[config.mk]
export PLATFORM = sky130hd
export DESIGN_NAME = css_top
export DESIGN_NICKNAME = d
export VERILOG_FILES = /design/src/hw/css_pkg.sv /design/src/hw/css_top.sv
export VERILOG_INCLUDE_DIRS = /design/src /design/src/hw
export SDC_FILE = /design/constraint.sdc
export NUM_CORES = 1
export LEC_CHECK = 0
export BUFFER_PORTS_ARGS = -buffer_cell sky130_fd_sc_hd__buf_4
export CORE_ASPECT_RATIO = 0.7
export CORE_UTILIZATION = 30
export CTS_CLUSTER_DIAMETER = 120
export CTS_CLUSTER_SIZE = 40
export DETAILED_ROUTE_END_ITERATION = 10
export SETUP_SLACK_MARGIN = 0.05
export SYNTH_ARGS = -nofsm -noshare
export SYNTH_HDL_FRONTEND = slang
export SYNTH_SLANG_ARGS = --single-unit
[constraint.sdc]
create_clock -name clock -period 2.14 [get_ports clock]
set_input_delay 0.107 -clock clock [delete_from_list [all_inputs] [get_ports clock]]
set_output_delay 0.107 -clock clock [all_outputs]
set_load 0.005 [all_outputs]
[src/hw/css_params.svh]
// constants of the card supply sequencer: offsets, fields, resets, timing
// assumes one 20 MHz clock and an APB bus with byte addresses
`ifndef CSS_PARAMS_SVH
`define CSS_PARAMS_SVH

// ----------------------------------------------------------------------
// register indices and byte addresses (index times four)
// ----------------------------------------------------------------------
`define CSS_IDX_CTRL 16'hFE03
`define CSS_IDX_TMR 16'hFE04
`define CSS_ADDR_CTRL ({`CSS_IDX_CTRL, 2'b00})
`define CSS_ADDR_TMR ({`CSS_IDX_TMR, 2'b00})
`define CSS_ADDR_ISTAT 18'h3F820
`define CSS_ADDR_IEN 18'h3F824
`define CSS_ADDR_ICLR 18'h3F828

// ----------------------------------------------------------------------
// field positions
// ----------------------------------------------------------------------
`define CSS_SEL_HI 7
`define CSS_SEL_LO 6
`define CSS_FAULT_BIT 5
`define CSS_RSTART_BIT 4
`define CSS_GOOD_BIT 3
`define CSS_PWROFF_BIT 0
`define CSS_OFF_HI 7
`define CSS_OFF_LO 4
`define CSS_SET_HI 3
`define CSS_SET_LO 0
`define CSS_IRQ_SETTLE 0
`define CSS_IRQ_CARD 1

// ----------------------------------------------------------------------
// reset values
// ----------------------------------------------------------------------
`define CSS_RST_CTRL 8'h00
`define CSS_RST_TMR 8'h0F

// ----------------------------------------------------------------------
// timing: one slow tick is 30.5 us, counted in 50 ns clock cycles
// ----------------------------------------------------------------------
`define CSS_CLK_NS 50
`define CSS_TICK_NS 30500
`define CSS_TICK_CYC (`CSS_TICK_NS / `CSS_CLK_NS)

`endif

[src/hw/css_pkg.sv]
// types of the card supply sequencer
// assumes the constants header is compiled alongside
package css_pkg;

  // ----------------------------------------------------------------------
  // sequencer states
  // ----------------------------------------------------------------------
  typedef enum logic [3:0] {
    CSS_IDLE = 4'b0000,
    CSS_PWRUP = 4'b0001,
    CSS_ACTIVE = 4'b0010,
    CSS_OFF_WAIT = 4'b0011,
    CSS_D_RST = 4'b0100,
    CSS_D_CLK = 4'b0101,
    CSS_D_IO = 4'b0110,
    CSS_D_VCC = 4'b0111
  } css_state_e;

  // ----------------------------------------------------------------------
  // bus and contact carriers
  // ----------------------------------------------------------------------
  typedef struct packed {
    logic psel;
    logic penable;
    logic pwrite;
    logic [17:0] paddr;
    logic [31:0] pwdata;
  } css_apb_req_s;

  typedef struct packed {
    logic [31:0] prdata;
    logic pready;
    logic pslverr;
  } css_apb_rsp_s;

  typedef struct packed {
    logic card_rst_n;    // card reset contact, low = held in reset
    logic clk_en;        // card clock running
    logic io_en;         // io contact released, 0 = driven low
    logic vcc_on;        // card supply switched on
    logic [1:0] level;   // selected supply level
  } css_contact_s;

endpackage : css_pkg

[src/hw/css_top.sv]
// card supply sequencer: activation, settle check, normal and forced
// deactivation, and the chip power-off request, with an APB register file
// assumes asynchronous pins are synchronised here and a single 20 MHz clock
`timescale 1ns/1ps
`include "css_params.svh"

module css_top (
  input wire logic clock,
  input wire logic resetn,
  input wire css_pkg::css_apb_req_s apb_req,   // apb request from master
  output css_pkg::css_apb_rsp_s apb_rsp,       // apb answer
  input wire logic card_present,               // debounced presence pin
  input wire logic supply_good,                // card supply stable pin
  input wire logic core_fault,                 // core supply fault pin
  input wire logic bus_power,                  // bus power present pin
  output css_pkg::css_contact_s contacts,      // card contact controls
  output logic chip_power_off_req,             // whole chip power down
  output logic irq                              // level interrupt
);
  import css_pkg::*;

  // ----------------------------------------------------------------------
  // state
  // ----------------------------------------------------------------------
  typedef struct packed {
    css_state_e st;             // sequencer state
    logic [2:0][3:0] sync;      // pin synchronisers, stage by bit
    logic [3:0] stable;         // filtered pin levels
    logic [1:0] sel;            // card supply select
    logic rstart;               // ready start enable
    logic pwroff;               // chip power off bit
    logic lock;                 // forced deactivation lockout
    logic [7:0] tmr;            // off delay and settle fields
    logic [1:0] istat;          // sticky interrupt status
    logic [1:0] ien;            // interrupt enables
    logic [9:0] tick_cnt;       // slow tick prescaler
    logic tick;                 // slow tick pulse
    logic [3:0] cnt;            // settle or off delay tick count
    css_contact_s con;          // contact outputs
    logic pwr_req;              // power off request output
    logic irq;                  // interrupt output
    css_apb_rsp_s rsp;          // bus answer
  } css_regs_s;

  css_regs_s r_ff;
  css_regs_s nxt_r;

  // pin order inside the synchroniser vector
  localparam int PIN_CARD = 0;
  localparam int PIN_GOOD = 1;
  localparam int PIN_FLT = 2;
  localparam int PIN_BUS = 3;
  localparam logic [9:0] TICK_LAST = 10'(`CSS_TICK_CYC - 1);

  // ----------------------------------------------------------------------
  // events seen by comparing the agreeing stages with the filtered level
  // ----------------------------------------------------------------------
  logic [3:0] agree;      // second and third stage agree per pin
  logic card_evt;         // card inserted or removed
  logic good_fall;        // supply good dropped
  logic fault_rise;       // core fault arrived
  logic emerg;            // card or fault cause of forced deactivation
  logic expire;           // settle interval ended
  logic [3:0] settle;     // settle field
  logic [3:0] offd;       // off delay field
  logic acc;              // apb access edge
  logic [7:0] ctrl_rd;    // control register readback

  assign agree = ~(r_ff.sync[1] ^ r_ff.sync[2]);
  // any change of presence counts, either direction
  assign card_evt = agree[PIN_CARD] &&
    (r_ff.sync[2][PIN_CARD] != r_ff.stable[PIN_CARD]);
  assign good_fall = agree[PIN_GOOD] && !r_ff.sync[2][PIN_GOOD] &&
    r_ff.stable[PIN_GOOD];
  assign fault_rise = agree[PIN_FLT] && r_ff.sync[2][PIN_FLT] &&
    !r_ff.stable[PIN_FLT];
  assign emerg = card_evt || fault_rise;
  assign settle = r_ff.tmr[`CSS_SET_HI:`CSS_SET_LO];
  assign offd = r_ff.tmr[`CSS_OFF_HI:`CSS_OFF_LO];
  // a zero field never expires
  assign expire = (r_ff.st == CSS_PWRUP) && (settle != 4'h0) &&
    (r_ff.cnt == settle);
  assign acc = apb_req.psel && apb_req.penable && r_ff.rsp.pready;
  // fault bit reads 0 while faulted, good bit is status only
  assign ctrl_rd = {r_ff.sel, !r_ff.stable[PIN_FLT], r_ff.rstart,
    r_ff.stable[PIN_GOOD], 2'b00, r_ff.pwroff};

  // ----------------------------------------------------------------------
  // next state
  // ----------------------------------------------------------------------
  always_comb begin
    nxt_r = r_ff;
    nxt_r.tick = 1'b0;
    // three stage synchronisers, first stage read only by the second
    nxt_r.sync[0] = {bus_power, core_fault, supply_good, card_present};
    nxt_r.sync[1] = r_ff.sync[0];
    nxt_r.sync[2] = r_ff.sync[1];
    for (int i = 0; i < 4; i++) begin
      if (agree[i]) begin
        nxt_r.stable[i] = r_ff.sync[2][i];
      end
    end

    // free running 30.5 us tick; timers are thus exact to one tick
    if (r_ff.tick_cnt == TICK_LAST) begin
      nxt_r.tick_cnt = 10'h000;
      nxt_r.tick = 1'b1;
    end else begin
      nxt_r.tick_cnt = r_ff.tick_cnt + 10'h001;
    end

    // apb: ready raised for the access cycle after every setup cycle
    nxt_r.rsp.pready = apb_req.psel && !apb_req.penable;
    if (apb_req.psel && !apb_req.penable) begin
      nxt_r.rsp.pslverr = 1'b0;
      nxt_r.rsp.prdata = 32'h0000_0000;
      case (apb_req.paddr)
        `CSS_ADDR_CTRL: begin
          nxt_r.rsp.prdata = {24'h000000, ctrl_rd};
        end
        `CSS_ADDR_TMR: begin
          nxt_r.rsp.prdata = {24'h000000, r_ff.tmr};
        end
        `CSS_ADDR_ISTAT: begin
          nxt_r.rsp.prdata = {30'h0000_0000, r_ff.istat};
        end
        `CSS_ADDR_IEN: begin
          nxt_r.rsp.prdata = {30'h0000_0000, r_ff.ien};
        end
        `CSS_ADDR_ICLR: begin
          // write only, reads as zero
          nxt_r.rsp.prdata = 32'h0000_0000;
        end
        default: begin
          nxt_r.rsp.pslverr = 1'b1;
        end
      endcase
    end

    // register writes and read side effects at the access edge
    if (acc && apb_req.pwrite) begin
      case (apb_req.paddr)
        `CSS_ADDR_CTRL: begin
          // both select bits move together in one write
          nxt_r.sel = apb_req.pwdata[`CSS_SEL_HI:`CSS_SEL_LO];
          nxt_r.rstart = apb_req.pwdata[`CSS_RSTART_BIT];
          nxt_r.pwroff = apb_req.pwdata[`CSS_PWROFF_BIT];
        end
        `CSS_ADDR_TMR: begin
          nxt_r.tmr = apb_req.pwdata[7:0];
        end
        `CSS_ADDR_IEN: begin
          nxt_r.ien = apb_req.pwdata[1:0];
        end
        `CSS_ADDR_ICLR: begin
          nxt_r.istat = r_ff.istat & ~apb_req.pwdata[1:0];
        end
        default: begin
          nxt_r.istat = nxt_r.istat;
        end
      endcase
    end
    if (acc && !apb_req.pwrite && apb_req.paddr == `CSS_ADDR_ISTAT) begin
      // reading the status clears it
      nxt_r.istat = 2'b00;
    end

    // lockout releases once select is zero, cleared by software or by a fault
    if (r_ff.sel == 2'b00) begin
      nxt_r.lock = 1'b0;
    end
    // a card event always raises its flag; set beats any clear
    if (card_evt) begin
      nxt_r.istat[`CSS_IRQ_CARD] = 1'b1;
    end

    // sequencer
    case (r_ff.st)
      CSS_IDLE: begin
        // start needs a nonzero level and no pending lockout
        if (r_ff.sel != 2'b00 && !r_ff.lock) begin
          nxt_r.con.level = r_ff.sel;
          nxt_r.con.vcc_on = 1'b1;
          nxt_r.cnt = 4'h0;
          nxt_r.st = CSS_PWRUP;
        end
      end
      CSS_PWRUP: begin
        if (r_ff.tick && r_ff.cnt != 4'hF) begin
          nxt_r.cnt = r_ff.cnt + 4'h1;
        end
        if (emerg || good_fall) begin
          // forced, no off delay
          nxt_r.lock = 1'b1;
          nxt_r.st = CSS_D_RST;
        end else if (expire) begin
          nxt_r.istat[`CSS_IRQ_SETTLE] = 1'b1;
          if (r_ff.stable[PIN_GOOD]) begin
            nxt_r.st = CSS_ACTIVE;
          end else begin
            // supply never came good
            nxt_r.istat[`CSS_IRQ_CARD] = 1'b1;
            nxt_r.sel = 2'b00;
            nxt_r.st = CSS_D_RST;
          end
        end else if (r_ff.sel == 2'b00) begin
          nxt_r.st = CSS_D_RST;
        end else if (r_ff.rstart && r_ff.stable[PIN_GOOD]) begin
          nxt_r.st = CSS_ACTIVE;
        end
      end
      CSS_ACTIVE: begin
        nxt_r.con.card_rst_n = 1'b1;
        nxt_r.con.clk_en = 1'b1;
        nxt_r.con.io_en = 1'b1;
        if (emerg || good_fall) begin
          nxt_r.lock = 1'b1;
          nxt_r.st = CSS_D_RST;
        end else if (r_ff.sel == 2'b00) begin
          nxt_r.cnt = 4'h0;
          // zero off delay goes straight to deactivation
          nxt_r.st = (offd == 4'h0) ? CSS_D_RST : CSS_OFF_WAIT;
        end
      end
      CSS_OFF_WAIT: begin
        if (r_ff.tick) begin
          nxt_r.cnt = r_ff.cnt + 4'h1;
        end
        if (emerg || good_fall) begin
          nxt_r.lock = 1'b1;
          nxt_r.st = CSS_D_RST;
        end else if (r_ff.cnt == offd) begin
          nxt_r.st = CSS_D_RST;
        end
      end
      CSS_D_RST: begin
        nxt_r.con.card_rst_n = 1'b0;
        nxt_r.st = CSS_D_CLK;
      end
      CSS_D_CLK: begin
        nxt_r.con.clk_en = 1'b0;
        nxt_r.st = CSS_D_IO;
      end
      CSS_D_IO: begin
        nxt_r.con.io_en = 1'b0;
        nxt_r.st = CSS_D_VCC;
      end
      CSS_D_VCC: begin
        // supply goes last, after all contacts are low
        nxt_r.con.vcc_on = 1'b0;
        nxt_r.con.level = 2'b00;
        nxt_r.st = CSS_IDLE;
      end
      default: begin
        nxt_r.st = CSS_IDLE;
      end
    endcase

    // core fault wipes the select at once, overriding any write
    if (fault_rise) begin
      nxt_r.sel = 2'b00;
    end

    // power off held back while bus power is present
    nxt_r.pwr_req = r_ff.pwroff && !r_ff.stable[PIN_BUS];
    nxt_r.irq = |(nxt_r.istat & nxt_r.ien);
  end

  // ----------------------------------------------------------------------
  // state register
  // ----------------------------------------------------------------------
  always_ff @(posedge clock or negedge resetn) begin
    if (!resetn) begin
      r_ff <= '0;
      r_ff.st <= CSS_IDLE;
      r_ff.sel <= 2'(`CSS_RST_CTRL >> `CSS_SEL_LO);
      r_ff.tmr <= `CSS_RST_TMR;
    end else begin
      r_ff <= nxt_r;
    end
  end

  assign apb_rsp = r_ff.rsp;
  assign contacts = r_ff.con;
  assign chip_power_off_req = r_ff.pwr_req;
  assign irq = r_ff.irq;
endmodule : css_top

# [After elaboration in Yosys (flattened, before gate mapping)]
# Cells that the tools add are included.
[classes] addsub=2 eq_ne=25 muxes=46 bitwise_logic=5 reduce_logical=43
[ops] cell="$eq A18 B18 Y1 const B" count=5
[ops] cell="$mux W4" count=17
[ops] cell="$pmux W8 S4" count=1
[ops] cell="$pmux W4 S7" count=1
[ops] cell="$mux W2" count=11
[ops] cell="$logic_and A1 B1 Y1" count=17
[ops] cell="$eq A4 B3 Y1 const B" count=4
[ops] cell="$pmux W4 S4" count=1
[ops] cell="$add A10 B1 Y10 const B" count=1
[ops] cell="$eq A10 B10 Y1 const B" count=1
[ops] cell="$mux W10" count=1
[ops] cell="$reduce_bool A2 Y1" count=5
[ops] cell="$mux W3" count=3
[ops] cell="$eq A4 B2 Y1 const B" count=2
[ops] cell="$eq A4 B4 Y1" count=2
[ops] cell="$logic_not A4 Y1" count=2
[ops] cell="$ne A2 B2 Y1 const B" count=4
[ops] cell="$reduce_bool A4 Y1" count=2
[ops] cell="$mux W1" count=7
[ops] cell="$logic_not A1 Y1" count=6
[ops] cell="$ne A3 B3 Y1 const B" count=2
[ops] cell="$pmux W1 S2" count=3
[ops] cell="$pmux W3 S2" count=1
[ops] cell="$reduce_and A2 Y1" count=3
[ops] cell="17 further kinds" count=19
[totals] ff_bits=94 inputBits=59 out_inout_bits=42 word_cells=149

# [Logic depth before layout (Yosys ltp)]
# Gate-level depths: netlist of the first run.
[logic_depth] word_depth=12 depth_mapped=9 depth_no_buf=8

# [Least setup slack after synthesis of the first run]
# No wires, ideal clock.
[synth_timing] path_kind="reg2reg" from="register r_ff[62] (netlist bit)" to="register r_ff[90] (netlist bit)" setup_ps=125 arrival_time_ps=1898 t_required_ps=2015 slack_ps=117 stages_incl_launch_ff=6 path_buffers=0 period_less_slack_ps=2023 cell_sequence="dfstp_2 > nor3_1 > or3_4 > a2111oi_4 > o32a_2 > mux2_2"
[synth_between] elab_chain_len=6 word_cells_on_any_way=9 classes_between="eq/ne (2); mux (3); reduce/logical (4)"
[synth_rtl] item="start, declared" line="css_top.sv:45" text="css_regs_s r_ff;"
[synth_rtl] item="start signal, assigned" line="css_top.sv:279" text="r_ff <= nxt_r;"
[synth_rtl] item="$reduce_bool A4 Y1" line="css_top.sv:81" text="assign expire = (r_ff.st == CSS_PWRUP) && (settle != 4'h0) &&"
[synth_rtl] item="$logic_and A1 B1 Y1" line="css_top.sv:81"
[synth_rtl] item="$logic_and A1 B1 Y1 *" line="css_top.sv:81"
[synth_rtl] item="$mux W4" line="css_top.sv:196" text="end else if (expire) begin"
[synth_rtl] item="$mux W4" line="css_top.sv:192" text="if (emerg || good_fall) begin"
[synth_rtl] item="$pmux W4 S7" line="css_top.sv:178" text="case (r_ff.st)"
# Mark *: on every way between the ends. The rest lies on a longest branch, timed or not.
# A chain may end at the register's enable or synchronous reset.

# [Final worst setup path of the first run]
[layout_timing] from="register r_ff[61] (netlist bit)" to="register r_ff[90] (netlist bit)"
# Same word-level chain as after synthesis.

==> results of run 1 <==
cell families after synthesis:
group,count (synthesis)
adders and majority gates,7
muxes,21
AOI/OAI and AO/OA,59
DFF,69
buffers and inverters,61
xor gates and xnor gates,15
and+or+nand+nor,111
other,1
worst paths after layout:
check | endpoint | slack (ps) | cells past startpoint
setup / recovery | r_ff[90] | 130 | 6
hold / removal | offd[1] | 10 | 2
setup reg to reg | r_ff[90] | 130 | 6
hold reg to reg | nxt_r[88] | 350 | 0
max in group asynchronous | apb_rsp[9] | 1140 | 2
min in group asynchronous | r_ff[53] | 420 | 2
sequential cells by signal (all words and copies together) (netlist names):
name / flops
contacts: 6
ctrl_rd: 5
irq: 1
r_ff: 34
chip_power_off_req: 1
nxt_r: 8
offd: 4
apb_rsp: 10
report_power, final:
part | switching, uW | internal, uW
registers | 118 | 1400
clock network | 567 | 1140
logic | 298 | 267
per-stage QoR:
| stage | hold WS [ps] | area, um^2 | power (uW) | cells |
|---|---|---|---|---|
| 3_5_place_dp | 217.6 | 4020 | 2103 | 540 |
| 6_report | 12.57 | 4417 | 3789 | 561 |
| 3_3_place_gp | 217.0 | 4020 | 2088 | 540 |
| 4_1_cts | 5.479 | 4417 | 3840 | 561 |
| 2_1_floorplan | -188.6 | 3674 | 1943 | 367 |
| 5_1_grt | 12.99 | 4417 | 3985 | 561 |
area by class of cell:
cell class | count | area, um^2
clock buffer | 9 | 225.2
sequential | 69 | 1732
fill | 1171 | 7268
tap | 157 | 196.4
multi-input combinational | 237 | 1559
clock inverter | 7 | 121.4
inverter | 12 | 45.04
timing repair buffer | 70 | 538.0
worst max-delay path: stages (launching register included):
cell and delay, ps:
dfstp_2 530, nor3_1 50, or3_4 330, a2111oi_4 280
buf_4 210, o32a_2 170, mux2_2 330
cells in the final DEF, fill, tap and decap left out, drive strengths merged, types with 10 or more instances in the layout:
cell type	instances
mux2	15
conb	24
buf	65
nand3	19
o21ai	16
dfrtp	65
inv	12
nor2	31
xnor2	10
nand2	21
a21oi	20
routing by layer:
metal / share of wire [%] / routed length, um / vias up
li1: - / - / 1259
met1: 50 / 3563 / 1226
met2: 44 / 3166 / 50
met3: 4.6 / 330 / 8
met4: 1.0 / 74 / 0
met5: 0 / 0 / -
==> results.toml, run 1 <==
[outcome]
status = "completed"

[global_route]
grt_pass1_vias = 2447
groute.layer.met2.usage_pct = 18.68
use_met3_pct = 4.336
grt_pass1_wl_um = 12050
antenna_found_initial = 0
grt_util_met1_pct = 17.09
gr-total-overflow = 0
grt_start_max_net_pins = 70
grt_busiest_layer = "met2"
grt.total_usage_pct = 12.79

[timing]
tightest_slew_ps = 874.5
setup_tns_ps = 0
max-slew-margin-rel_pct = 41.70
min_period_ps = 2009
worst_slack_ps = 131.5
report.final.slew_viol_count = 0
timing.fmax_mhz = 497.9
finalHoldViolCount = 0
finalSetupViolCount = 0
rsz0062_at_grt = "false"
post-route-period-util_pct = 93.86
skew_ps = 6.735

[floorplan]
rows = 33
coreArea_um2 = 11690
die_area_um2 = 12410
die_x_um = 132.7
die_y_um = 93.49
io_pins = 101
start_util_pct = 30.70

[routing]
viasPerCell = 4.533
drtIter0Drc = 101
drt_pass1_iterations = 4
ant_nets = 0
via_count = 2543
drc = 0
drt-total-wl_um = 7135
wl_per_cell_um = 12.72

[yosys]
netlist_instances = 344
synth_adder_area_share_pct = 2.302
synth_area_leaders = "dfrtp_1, buf_4, mux2_2, nor2_1, dfstp_2"
ys_warn_count = 0
synthTopCellsByCount = "dfrtp_1, buf_4, nor2_1"
synth-compound-area-share_pct = 11.13
synth_simple_gate_area_share_pct = 17.47
synth_most_common_cell = "dfrtp_1"
ys_seq_area_share_pct = 48.27
yosysTopAreaCell = "dfrtp_1"
ys.flop_type = "dfrtp_1"
netlist_area_um2 = 3587
ys_seq_elements = 69
ys_async_sr_fraction_pct = 100.0
synth.distinct_cells = 60
synth_edf_count = 0
synthMuxAreaShare_pct = 6.383
synth_top_cell_area_share_pct = 45.34
synth_xor_area_share_pct = 3.662
avgSynthCellArea_um2 = 10.43
synth_top_family_by_area = "simple AND/OR/NAND/NOR gates"

[finish]
area_delta_synth_final_pct = 23.13
layout.nets = 463
utilization_pct = 37.80
n_antenna_cell = 0
drive_above_1_share_pct = 28.71

[clock_tree]
insertion_delay_ps = 330
cts_made_buffers = 9
clockBufferDepth = 2
post_cts_resized = 0
htree_levels = 3
hold_buffers = 5
numClockSinks = 69
postCtsSetupBuffers = 0
path_clk_slew_ps = 60
cts_tree = "built"
root_buffer = "clkbuf_16"

[place]
place_hpwl_um = 5247
finalWeightedCongestion = 0.7905
place_ws_ps = 135.5
portBuffers = 52

[pwr]
p_leak_uw = 0.002001
vdd_drop_max_v = 0.0004021
powerDensity_nw_per_um2 = 857.9

[worst_setup_path]
crit_fanout = 7
crit_path_start_kind = "register"
reg2reg_from = "r_ff[61]"
cp-end-kind = "register"
crit_start = "r_ff[61]"
crit_type = "reg -> reg"
critical_path_arrival_ps = 2230
worstPathRequired_ps = 2360

[min_path]
hold_path_class = "in -> reg"
worstHoldStart = "apb_req[5]"

[job]
drv_cap = 0
No activity file was read; power rests on OpenSTA's default activity.
==> run 2: changes to the inputs <==
CORE_MARGIN = 2   (was unset)
==> run 2 against run 1 <==
Register-to-register slack got worse by 20 ps. Global-route usage is 0.28 points lower. Worst setup slack got worse by 19 ps. Non-clock buffer count stayed put. Die area increased by 3.7%. Power fell by 2.1%. Combinational power increased by 1%. Hold slack better by 0.54 ps. Sequential cell count did not move. Critical path type unchanged. Largest power group unchanged. Highest routed layer unchanged.
==> results.toml, run 2 (synthesis results as in run 1) <==
[routing]
ant_nets = 0
drt-total-wl_um = 7369
drtIter0Drc = 157
drt_pass1_iterations = 4
viasPerCell = 4.499
via_count = 2524
drc = 0
wl_per_cell_um = 13.14

[pwr]
pwr-share-comb_pct = 15.4
p_sw_uw = 959.1
power_frac_seq_pct = 40.9
vdd_drop_max_v = 0.0003680
p_int_uw = 2750
p_clk_share_pct = 43.6
netSwitchingFraction_pct = 25.86
powerDensity_nw_per_um2 = 843.4
p_leak_uw = 0.001999

[global_route]
antenna_found_initial = 0
gr-total-overflow = 0
grt_start_max_net_pins = 70
grt_pass1_wl_um = 12210
grt_pass1_vias = 2442
grt.total_usage_pct = 12.51

[timing]
finalHoldViolCount = 0
rsz0062_at_grt = "false"
finalSetupViolCount = 0
timing.fmax_mhz = 493.3
min_period_ps = 2027
tightest_slew_ps = 863.9
max-slew-margin-rel_pct = 42.41
setup_tns_ps = 0
skew_ps = 4.324
report.final.slew_viol_count = 0
post-route-period-util_pct = 94.73
worst_slack_ps = 112.8

[worst_setup_path]
worstPathRequired_ps = 2350
worstPathCellList = "nor3_1 -> or3_4 -> a2111oi_4 -> buf_4 -> o32a_2 -> mux2_2"
slowest_delay_ps = 530
critical_path_arrival_ps = 2240
crit_path_start_kind = "register"
crit_fanout = 7
cp-end-kind = "register"
crit_slowest_cell = "dfstp_2"
crit_type = "reg -> reg"

[floorplan]
die_area_um2 = 12860
io_pins = 101
die_x_um = 134.7
coreArea_um2 = 11690
die_y_um = 95.49
start_util_pct = 30.70
rows = 33

[place]
place_ws_ps = 116.6
portBuffers = 52
place_hpwl_um = 5356
finalWeightedCongestion = 0.8415
dp_cells = 540

[clock_tree]
htree_levels = 3
insertion_delay_ps = 330
numClockSinks = 69
root_buffer = "clkbuf_16"
cts_tree = "built"
cts_made_buffers = 9
clockBufferDepth = 2
path_clk_slew_ps = 50
post_cts_resized = 0

[finish]
fillCellCount = 1150
area_delta_synth_final_pct = 22.60
layout.nets = 463
finalNonFillerCells = 561
largest_reg_flops = 34
top_register = "r_ff"
n_antenna_cell = 0
layout_common_cells = "dfrtp_1, buf_4, nor2_1"
drive_above_1_share_pct = 28.22

[outcome]
status = "completed"

[job]
drv_cap = 0

[min_path]
hold_path_class = "in -> reg"
-- run 2: cell count changes in the layout (fill, tap and decap cells not counted), sizes merged --
cell,delta
inv,-1
clkbuf,+4
bufinv,-1
clkinvlp,-2
-- run 2: worst paths after layout --
kind / from / cells past startpoint / endpoint / slack [ps]
max: r_ff[62] / 6 / r_ff[90] / 110
min: apb_req[5] / 2 / offd[1] / 10
max reg2reg: r_ff[62] / 6 / r_ff[90] / 110
min reg2reg: nxt_r[82] / 0 / nxt_r[86] / 350
max in group asynchronous: resetn / 2 / contacts[1] / 1150
min in group asynchronous: resetn / 2 / r_ff[53] / 420
-- run 2: routing by layer --
metal / wire (um) / track usage [%] / vias up
met3: 321 / 3.721 / 2
met5: 0 / 0 / -
met2: 3312 / 18.32 / 50
met4: 36 / 4.825 / 0
li1: - / - / 1253
met1: 3699 / 17.40 / 1219
-- run 2: power groups by stage --
stage | logic (uW) | registers (uW) | clock network [uW]
4_1_cts | 578 | 1520 | 1650
5_1_grt | 654 | 1540 | 1710
6_report | 573 | 1520 | 1620
2_1_floorplan | 470 | 1470 | 0
3_5_place_dp | 571 | 1540 | 0
3_3_place_gp | 554 | 1540 | 0
-- run 2: timing repair --
| item | 4_1_cts | 5_1_grt |
|---|---|---|
| setup buffers | 0 | 0 |
| hold buffers | 5 | 0 |
| hold endpoints to repair | 69 | 0 |
| setup endpoints to repair | 0 | 0 |
-- run 2: worst max-delay path, delay by kind of cell, from the launching register on --
family	cells	cell delay (ps)
simple gates	2	380
mux	1	340
flops	1	530
buf+inv	1	200
compound gates	2	450
-- run 2: layout make-up --
class	count	area, um^2	area share, %
sequential	69	1732	39.37
multi-input combinational	237	1559	35.45
timing repair buffer	70	538.0	12.23
clock buffer	13	260.3	5.918
tap	157	196.4	4.467
clock inverter	3	67.56	1.536
inverter	12	45.04	1.024
-- run 2: stage by stage --
step / power [uW] / util, % / hold WS, ps / cell area, um^2
detailed placement: 2111 / 34.40 / 217.6 / 4020
finish: 3709 / 37.64 / 13.11 / 4398
floorplan: 1943 / - / -188.6 / 3674
global placement: 2091 / 34.40 / 216.9 / 4020
CTS: 3747 / 37.64 / 4.660 / 4398
global route: 3896 / 37.64 / 2.046 / 4398
